==> config.mk <==
export PLATFORM = sky130hd
export DESIGN_NAME = lsrf_core
export DESIGN_NICKNAME = d
export VERILOG_FILES = /design/src/shared/lsrf_pkg.sv /design/src/verilog/lsrf_core.sv /design/src/verilog/lsrf_timer.sv /design/src/verilog/lsrf_burst.sv
export SDC_FILE = /design/constraint.sdc
export NUM_CORES = 1
export LEC_CHECK = 0
export BUFFER_PORTS_ARGS = -buffer_cell sky130_fd_sc_hd__buf_4
export CAP_MARGIN = 20
export CORE_MARGIN = 2
export CORE_UTILIZATION = 55
export DETAILED_ROUTE_END_ITERATION = 10
export GPL_ROUTABILITY_DRIVEN = 0
export PLACE_DENSITY = 0.71
export SLEW_MARGIN = 20
export SYNTH_ARGS = -nofsm -noshare
export SYNTH_HDL_FRONTEND = slang
export SYNTH_SLANG_ARGS = --single-unit
==> constraint.sdc <==
create_clock -name clk -period 2.8 [get_ports clk]
set_input_delay 0.42 -clock clk [delete_from_list [all_inputs] [get_ports clk]]
set_output_delay 0.42 -clock clk [all_outputs]
set_load 0.1 [all_outputs]
==> src/shared/lsrf_pkg.sv <==
// constants and types shared by the lamp strike/run/fault sequencer
package lsrf_pkg;

    // ----------------------------------------------------------------
    // clock and times
    // ----------------------------------------------------------------
    localparam int CLK_KHZ         = 10000;
    localparam int POD_MS          = 100;
    localparam int STRIKE_MS       = 350;
    localparam int LAMP_ABN_MS     = 350;
    localparam int DIM_IDLE_US     = 1000;
    localparam int POD_CYCLES      = POD_MS * CLK_KHZ;
    localparam int STRIKE_CYCLES   = STRIKE_MS * CLK_KHZ;
    localparam int LAMP_ABN_CYCLES = LAMP_ABN_MS * CLK_KHZ;
    localparam int DIM_IDLE_CYCLES = DIM_IDLE_US * CLK_KHZ / 1000;

    // ----------------------------------------------------------------
    // counts
    // ----------------------------------------------------------------
    localparam logic [2:0]  IGNITE_CYCLES = 3'h4;
    localparam logic [2:0]  SWEEP_LIMIT   = 3'h6;
    localparam logic [3:0]  STEP_PULSES_M1 = 4'hf;
    localparam logic [8:0]  SWEEP_LAST    = 9'h1ff;
    localparam logic [11:0] CHECK_TICKS_M1 = 12'hfff;
    localparam logic [8:0]  AMP_FULL      = 9'h1ff;

    // ----------------------------------------------------------------
    // modes
    // ----------------------------------------------------------------
    typedef enum logic [3:0] {
        MODE_POD    = 4'h1,
        MODE_STRIKE = 4'h2,
        MODE_RUN    = 4'h4,
        MODE_FAULT  = 4'h8
    } lsrf_mode_t;

endpackage : lsrf_pkg

==> src/verilog/lsrf_core.sv <==
// lamp sequencer: power-on delay, strike sweep, run check, fault
// Notes on behaviour
// gate drives stay off during the power-on delay of about 100 ms
// delay restarts on each rise of supply or enable
// strike starts as soon as the delay has counted out
// four lamp current cycles counted from strike start mean ignition
// no ignition within about 350 ms of strike gives fault
// strike sweeps frequency from run value up to about three times it
// strike ends after six sweeps or ignition: run or fault
// over-voltage or over-current freezes the sweep until strike ends
// only one strike per off-then-on of supply or enable
// ignition returns frequency control to the fixed run value
// in run, fewer than four lamp cycles per period gives fault
// fault holds both gate drives low
// fault clears only by cycling enable or the supply
// lost external dim clock in external digital dimming shuts down
// lamp short or open beyond about 350 ms gives fault
// selection input picks analog amplitude or digital burst dimming
// external dim clock gives one burst per 512 clock periods
// internal burst is the oscillator divided by 1024
// dual control: lamp current follows the dim clock level
// analog polarity follows dim clock tied high or low
// digital duty direct or inverse by static dim clock level
// each sweep has 512 frequency steps
// sixteen output pulses per strike step
// run check period spans 2048 lamp cycles
// selection low and dim clock high picks internal clocking
// burst counter below digitised brightness drives the lamp
// enable low or supply in lockout holds the power-on delay
module lsrf_core
    import lsrf_pkg::*;
#(
    parameter int unsigned POD_CYCLES_P      = POD_CYCLES,
    parameter int unsigned STRIKE_CYCLES_P   = STRIKE_CYCLES,
    parameter int unsigned LAMP_ABN_CYCLES_P = LAMP_ABN_CYCLES,
    parameter int unsigned DIM_IDLE_CYCLES_P = DIM_IDLE_CYCLES
) (
    // clock and reset
    input  wire logic       clk,
    input  wire logic       resetn,
    // power and enable
    input  wire logic       enable,
    input  wire logic       main_supply_ok,
    // oscillator, one pulse per oscillator period
    input  wire logic       osc_tick,
    // lamp feedback comparators
    input  wire logic       lamp_current_sense,
    input  wire logic       overvoltage_sense,
    input  wire logic       overcurrent_sense,
    input  wire logic       lamp_abnormal,
    // dimming control
    input  wire logic       dim_select_analog,
    input  wire logic       dim_clock_in,
    input  wire logic [8:0] brightness_in,
    // drive and status
    output logic            gate_drive_a,
    output logic            gate_drive_b,
    output logic [8:0]      sweep_step,
    output logic [3:0]      mode_state,
    output logic [8:0]      amplitude_reference,
    output logic            burst_on
);

    // ----------------------------------------------------------------
    // state
    // ----------------------------------------------------------------
    typedef struct packed {
        lsrf_mode_t  mode;
        logic [2:0]  ign;
        logic [3:0]  pulses;
        logic [8:0]  step;
        logic [2:0]  sweeps;
        logic        freeze;
        logic [11:0] ticks;
        logic [2:0]  run_cnt;
        logic        lamp_prev;
        logic        phase;
        logic        gate_a;
        logic        gate_b;
        logic [8:0]  amp;
    } lsrf_core_t;

    lsrf_core_t s_q;
    lsrf_core_t s_d;
    logic       power_on;
    logic       lamp_edge;
    logic [2:0] ign_next;
    logic [2:0] run_next;
    logic       drive;
    logic       pod_done;
    logic       strike_done;
    logic       abn_done;
    logic       dim_active;
    logic       dim_lost;

    assign power_on  = enable & main_supply_ok;
    assign lamp_edge = lamp_current_sense & ~s_q.lamp_prev;
    assign ign_next  = s_q.ign + {2'h0, lamp_edge};
    assign run_next  = (s_q.run_cnt == IGNITE_CYCLES) ? s_q.run_cnt
                     : s_q.run_cnt + {2'h0, lamp_edge};

    // ----------------------------------------------------------------
    // timers and burst generator
    // ----------------------------------------------------------------
    // counter-timed power-on delay
    lsrf_timer #(
        .LIMIT (POD_CYCLES_P)
    ) u_pod_timer (
        .clk    (clk),
        .resetn (resetn),
        .run    (s_q.mode == MODE_POD && power_on),
        .done_q (pod_done)
    );

    // strike timeout
    lsrf_timer #(
        .LIMIT (STRIKE_CYCLES_P)
    ) u_strike_timer (
        .clk    (clk),
        .resetn (resetn),
        .run    (s_q.mode == MODE_STRIKE),
        .done_q (strike_done)
    );

    // short or open lamp timer
    lsrf_timer #(
        .LIMIT (LAMP_ABN_CYCLES_P)
    ) u_abn_timer (
        .clk    (clk),
        .resetn (resetn),
        .run    (lamp_abnormal && (s_q.mode == MODE_STRIKE
                                   || s_q.mode == MODE_RUN)),
        .done_q (abn_done)
    );

    lsrf_burst #(
        .IDLE_CYCLES (DIM_IDLE_CYCLES_P)
    ) u_burst (
        .clk               (clk),
        .resetn            (resetn),
        .osc_tick          (osc_tick),
        .restart           (s_q.mode == MODE_POD),
        .dim_select_analog (dim_select_analog),
        .dim_clock_in      (dim_clock_in),
        .brightness_in     (brightness_in),
        .burst_on_q        (burst_on),
        .dim_active_q      (dim_active),
        .dim_lost_q        (dim_lost)
    );

    // ----------------------------------------------------------------
    // next state
    // ----------------------------------------------------------------
    always_comb begin
        s_d = s_q;
        s_d.lamp_prev = lamp_current_sense;
        if (osc_tick) begin
            s_d.phase = ~s_q.phase;
        end
        // drives only in strike or run
        drive = (s_q.mode == MODE_STRIKE)
             || (s_q.mode == MODE_RUN && burst_on);
        s_d.gate_a = drive & ~s_q.phase;
        s_d.gate_b = drive & s_q.phase;
        // analog amplitude polarity
        if (!dim_select_analog) begin
            s_d.amp = AMP_FULL;
        end else if (!dim_active && !dim_clock_in) begin
            s_d.amp = ~brightness_in;
        end else begin
            s_d.amp = brightness_in;
        end
        unique case (s_q.mode)
            MODE_POD: begin
                s_d.ign = '0;
                s_d.pulses = '0;
                s_d.step = '0;
                s_d.sweeps = '0;
                s_d.freeze = 1'b0;
                // delay done enters strike
                if (pod_done) begin
                    s_d.mode = MODE_STRIKE;
                end
            end
            MODE_STRIKE: begin
                s_d.ign = ign_next;
                // ignition after four cycles
                if (ign_next >= IGNITE_CYCLES) begin
                    s_d.mode = MODE_RUN;
                    // back to run frequency
                    s_d.step = '0;
                    s_d.ticks = '0;
                    s_d.run_cnt = '0;
                // six sweeps without ignition
                end else if (strike_done || abn_done
                             || s_q.sweeps == SWEEP_LIMIT) begin
                    s_d.mode = MODE_FAULT;
                end else begin
                    // comparator trip freezes sweep
                    if (overvoltage_sense || overcurrent_sense) begin
                        s_d.freeze = 1'b1;
                    end
                    // sixteen pulses per step
                    if (osc_tick && !s_d.freeze) begin
                        s_d.pulses = s_q.pulses + 4'h1;
                        if (s_q.pulses == STEP_PULSES_M1) begin
                            // step raises frequency
                            s_d.step = s_q.step + 9'h1;
                            // 512 steps per sweep
                            if (s_q.step == SWEEP_LAST) begin
                                s_d.sweeps = s_q.sweeps + 3'h1;
                            end
                        end
                    end
                end
            end
            MODE_RUN: begin
                s_d.run_cnt = run_next;
                if (osc_tick) begin
                    s_d.ticks = s_q.ticks + 12'h1;
                end
                if (abn_done || dim_lost) begin
                    s_d.mode = MODE_FAULT;
                // period of 2048 lamp cycles
                end else if (osc_tick && s_q.ticks == CHECK_TICKS_M1) begin
                    s_d.run_cnt = '0;
                    // too few lamp cycles
                    if (run_next < IGNITE_CYCLES) begin
                        s_d.mode = MODE_FAULT;
                    end
                end
            end
            MODE_FAULT: begin
                // held until power cycle
                s_d.mode = MODE_FAULT;
            end
            default: begin
                s_d.mode = MODE_POD;
            end
        endcase
        // off or lockout holds delay
        // each rise restarts the delay
        // strike only reached from delay
        if (!power_on) begin
            s_d.mode = MODE_POD;
        end
    end

    always_ff @(posedge clk or negedge resetn) begin
        if (!resetn) begin
            s_q <= '0;
            s_q.mode <= MODE_POD;
        end else begin
            s_q <= s_d;
        end
    end

    assign gate_drive_a        = s_q.gate_a;
    assign gate_drive_b        = s_q.gate_b;
    assign sweep_step          = s_q.step;
    assign mode_state          = s_q.mode;
    assign amplitude_reference = s_q.amp;
endmodule : lsrf_core

==> src/verilog/lsrf_timer.sv <==
// cycle timer: counts while run is high, flags when the limit is reached
module lsrf_timer
    import lsrf_pkg::*;
#(
    parameter int unsigned LIMIT = 1
) (
    // clock and reset
    input  wire logic clk,
    input  wire logic resetn,
    // control
    input  wire logic run,
    output logic      done_q
);

    typedef struct packed {
        logic [23:0] cnt;
        logic        done;
    } lsrf_tmr_t;

    lsrf_tmr_t s_q;
    lsrf_tmr_t s_d;

    always_comb begin
        s_d = s_q;
        if (!run) begin
            s_d = '0;
        end else if (s_q.cnt == 24'(LIMIT - 1)) begin
            s_d.done = 1'b1;
        end else begin
            s_d.cnt = s_q.cnt + 24'h1;
        end
    end

    always_ff @(posedge clk or negedge resetn) begin
        if (!resetn) begin
            s_q <= '0;
        end else begin
            s_q <= s_d;
        end
    end

    assign done_q = s_q.done;

endmodule : lsrf_timer

==> src/verilog/lsrf_burst.sv <==
// dimming burst generator and dim clock activity watch
module lsrf_burst
    import lsrf_pkg::*;
#(
    parameter int unsigned IDLE_CYCLES = DIM_IDLE_CYCLES
) (
    // clock and reset
    input  wire logic       clk,
    input  wire logic       resetn,
    // timing and control
    input  wire logic       osc_tick,
    input  wire logic       restart,
    input  wire logic       dim_select_analog,
    input  wire logic       dim_clock_in,
    input  wire logic [8:0] brightness_in,
    // status
    output logic            burst_on_q,
    output logic            dim_active_q,
    output logic            dim_lost_q
);

    typedef struct packed {
        logic [9:0]  div;
        logic [8:0]  ext_pos;
        logic [23:0] idle;
        logic        clk_prev;
        logic        active;
        logic        ext_seen;
        logic        lost;
        logic        on;
    } lsrf_brst_t;

    lsrf_brst_t s_q;
    lsrf_brst_t s_d;
    logic       edge_seen;
    logic [8:0] pos_int;

    assign edge_seen = dim_clock_in & ~s_q.clk_prev;
    assign pos_int   = s_q.div[9:1];

    always_comb begin
        s_d = s_q;
        s_d.clk_prev = dim_clock_in;
        // restart clears first, so a set in the same cycle wins
        if (restart) begin
            s_d.ext_seen = 1'b0;
            s_d.lost = 1'b0;
        end
        // internal burst: oscillator divided by 1024
        // internal divide chain
        if (osc_tick) begin
            s_d.div = s_q.div + 10'h1;
        end
        // external 512 divide
        if (edge_seen) begin
            s_d.ext_pos = s_q.ext_pos + 9'h1;
        end
        if (edge_seen) begin
            s_d.idle = '0;
        end else if (s_q.idle != 24'(IDLE_CYCLES)) begin
            s_d.idle = s_q.idle + 24'h1;
        end
        s_d.active = (s_d.idle != 24'(IDLE_CYCLES));
        // analog or digital
        if (dim_select_analog) begin
            // follow undivided clock
            s_d.on = s_q.active ? dim_clock_in : 1'b1;
        end else if (s_q.active) begin
            // position below brightness
            s_d.on = (s_q.ext_pos < brightness_in);
            s_d.ext_seen = 1'b1;
        end else begin
            // static level sets polarity
            // held high selects internal clock
            s_d.on = dim_clock_in ? (pos_int < brightness_in)
                                  : (pos_int < ~brightness_in);
        end
        // external clock stopped
        if (!dim_select_analog && s_q.ext_seen && !s_q.active) begin
            s_d.lost = 1'b1;
        end
    end

    always_ff @(posedge clk or negedge resetn) begin
        if (!resetn) begin
            // pin idles high through its pull-up: no false edge after reset
            s_q          <= '0;
            s_q.clk_prev <= 1'b1;
            s_q.idle     <= 24'(IDLE_CYCLES);
        end else begin
            s_q <= s_d;
        end
    end

    assign burst_on_q   = s_q.on;
    assign dim_active_q = s_q.active;
    assign dim_lost_q   = s_q.lost;

endmodule : lsrf_burst

==> flow_summary.ini <==
[grt]
grt_pass1_wl_um = 33500
grt_max_degree = 72
antenna_found_initial = 0
grt_pass1_vias = 6879
overflow = 0
grt_util_all_layers_pct = 22.7

[yosys]
synth.area.top_cells = dfrtp_1 44%, xnor2_1 5.8%, nor2_1 5.6%
ys_seq_area_share_pct = 46.2
ys_ff_latch = 175
avgSynthCellArea_um2 = 9.61
synthArstFlopShare_pct = 100
syn_area_um2 = 9510
synth.distinct_cells = 69
synth_top_area_share_pct = 44.2
synth-edff-count = 0
synth_fp_nets = 1050
ys.flop_type = dfrtp_1
ys_warn_count = 0
synth_top_area_cell = dfrtp_1
syn_inst = 989

[timing]
finalSetupViolations = 0
fin_setup_tns_ns = 0
fmaxAchievable_mhz = 420
relSlewSlack_pct = 41.5
rsz0062_at_grt = false
finalHoldViolCount = 6
worst_pin_slew_ns = 0.874
worst_slack_ns = 0.417
finalClockSkew_ns = 0.00902
fin_crit_sh_pct = 85.1
finalCriticalPeriod_ns = 2.38
drv_slew = 0
hold_slack_ns = -0.0245

[clocking]
cts_sinks = 175
cts-buffers-inserted = 17
cts_repair_resize_count = 0
cts_root_buffer = clkbuf_16
cts_max_path_buffers = 2
tritoncts = yes
post_cts_buffers = 0
cts_max_level = 4
hold_buffers = 0
insertion_delay_ns = 0.43
clkTransAtPathRegs_ns = 0.07

[power_and_ir_drop]
internal_power_mw = 4.45
p_total_mw = 6.00
p_sw_share_pct = 25.8
comb_power_share_pct = 10.5
power_density_nw_per_um2 = 564
seqPwrFrac_pct = 47.3
p_leak_nw = 4.65
clock_power_share_pct = 42.3
p_switching_mw = 1.55
vdd.ir_drop.worst_v = 0.000449

[drt]
firstDrtPassIters = 5
viasPerCell = 5.64
vias = 7106
drt-initial-drc-count = 527
wl_per_cell_um = 15.6
ant_nets = 0
routed_wl_um = 19600
drc = 0

[cells_and_area]
synthToLayoutAreaGrowth_pct = 11.9
antenna_cells = 0
drive_above_1_share_pct = 11.7
fillers = 1396
fin_nets = 1084
utilization_pct = 62.1
final_common_cell = dfrtp_1
mostFrequentLayoutCells = 168 x dfrtp_1, 143 x nor2_1, 84 x nand2_1

[placement]
port_buffers = 44
dp_slack_ns = 0.225
dp_hpwl_um = 13600

[floorplanning]
io_pins = 45
num_rows = 48
start_util_pct = 55.5
die_w_um = 135
dieArea_um2 = 18300
fp.dieH_um = 135
core_um2 = 17100

[setup_path]
worstPathRequired_ns = 3.15
startpoint_type = flip-flop
worstPathMaxFanout = 4
worstRegToRegCells = 9
r2r-start = s_q[12]
critical_path_class = flip-flop to flip-flop
reg2reg_to = s_q[27]
worst_setup_path_end_kind = flip-flop
crit_arrival_ns = 2.74
ff2ff_setup_slack_ns = 0.42

[min_path]
min_path_type = primary input to asynchronous set/reset pin

[run_status]
violations = negative hold slack
status = finished, violations left

[job]
maxCapViolCount = 0
[per-layer routing]
layer	up-vias	GRT usage (%)	part of all wire [%]
met5	-	0	0
met4	0	6.83	1.3
met3	25	4.38	3.0
met2	113	36.1	47
met1	3461	31.8	49
li1	3507	-	-
[critical path: stages, from the launching register on]
cell and delay [ns]:
dfrtp_1 0.36, nor2b_1 0.18, ha_1 0.18, ha_1 0.23
xor2_1 0.27, a22oi_1 0.17, nor3_1 0.46, nand4_1 0.19
xor2_1 0.17, nor2_1 0.10
[sequential cells by signal (all words and copies together) (netlist names)]
register / cells
amplitude_reference: 9
gate_drive_a: 1
gate_drive_b: 1
mode_state: 4
s_q: 28
sweep_step: 9
u_abn_timer.done_q: 1
u_abn_timer.s_q: 24
u_burst.burst_on_q: 1
u_burst.dim_active_q: 1
u_burst.dim_lost_q: 1
u_burst.pos_int: 9
u_burst.s_q: 36
u_pod_timer.done_q: 1
u_pod_timer.s_q: 24
u_strike_timer.done_q: 1
u_strike_timer.s_q: 24
[how the worst max path moves through the flow]
| stage | slack [ns] | end | startpoint | cells after the start |
|---|---|---|---|---|
| floorplan | 0.53 | u_burst.dim_active_q | u_burst.s_q[6] | 8 |
| global placement | 0.27 | s_q[27] | lamp_current_sense | 10 |
| detailed placement | 0.22 | s_q[27] | lamp_current_sense | 10 |
| CTS | 0.41 | s_q[27] | s_q[12] | 9 |
| global route | 0.19 | s_q[27] | s_q[12] | 9 |
| finish | 0.42 | s_q[27] | s_q[12] | 9 |
[final cells by class]
cell class | count | area, um2 | share of cell area (%)
multi-input combinational | 737 | 4710 | 44.3
sequential | 175 | 4390 | 41.3
timing repair buffer | 66 | 524 | 4.93
clock buffer | 19 | 443 | 4.17
tap | 225 | 282 | 2.65
clock inverter | 13 | 188 | 1.77
inverter | 26 | 97.6 | 0.918
[power by group through the flow]
stage,Clock [mW],Combinational [mW],Sequential [mW]
after floorplan,0,0.471,2.83
after global placement,0,0.616,2.87
after detailed placement,0,0.632,2.88
after CTS,2.57,0.638,2.83
after global routing,2.70,0.725,2.85
final,2.54,0.628,2.84
[kinds of logic after synthesis]
family                     share of synthesized area [%]
and+or+nand+nor                                     24.1
DFF                                                 46.2
xor gates and xnor gates                            11.3
AOI/OAI and AO/OA                                   7.82
buffers and inverters                               4.28
adders and majority gates                           5.40
muxes                                              0.869
[cells in the mapped netlist, types with 8 or more instances]
cell,number
nand2_1,84
nor2_1,143
xnor2_1,63
nand4_1,39
o21ai_0,39
and3_1,30
clkbuf_1,21
buf_4,22
nand2b_1,12
nor3_1,21
nor4_1,18
nor4b_1,8
dfrtp_1,168
xor2_1,60
ha_1,41
or3_1,8
inv_1,26
nand3_1,50
a21oi_1,20
[per-stage QoR]
| step | cell area, um2 | instances |
|---|---|---|
| 2_1_floorplan | 9510 | 989 |
| 3_3_place_gp | 10000 | 1229 |
| 3_5_place_dp | 10000 | 1229 |
| 4_1_cts | 10600 | 1261 |
| 5_1_grt | 10600 | 1261 |
| 6_report | 10600 | 1261 |
No activity file was read; power rests on OpenSTA's default activity.
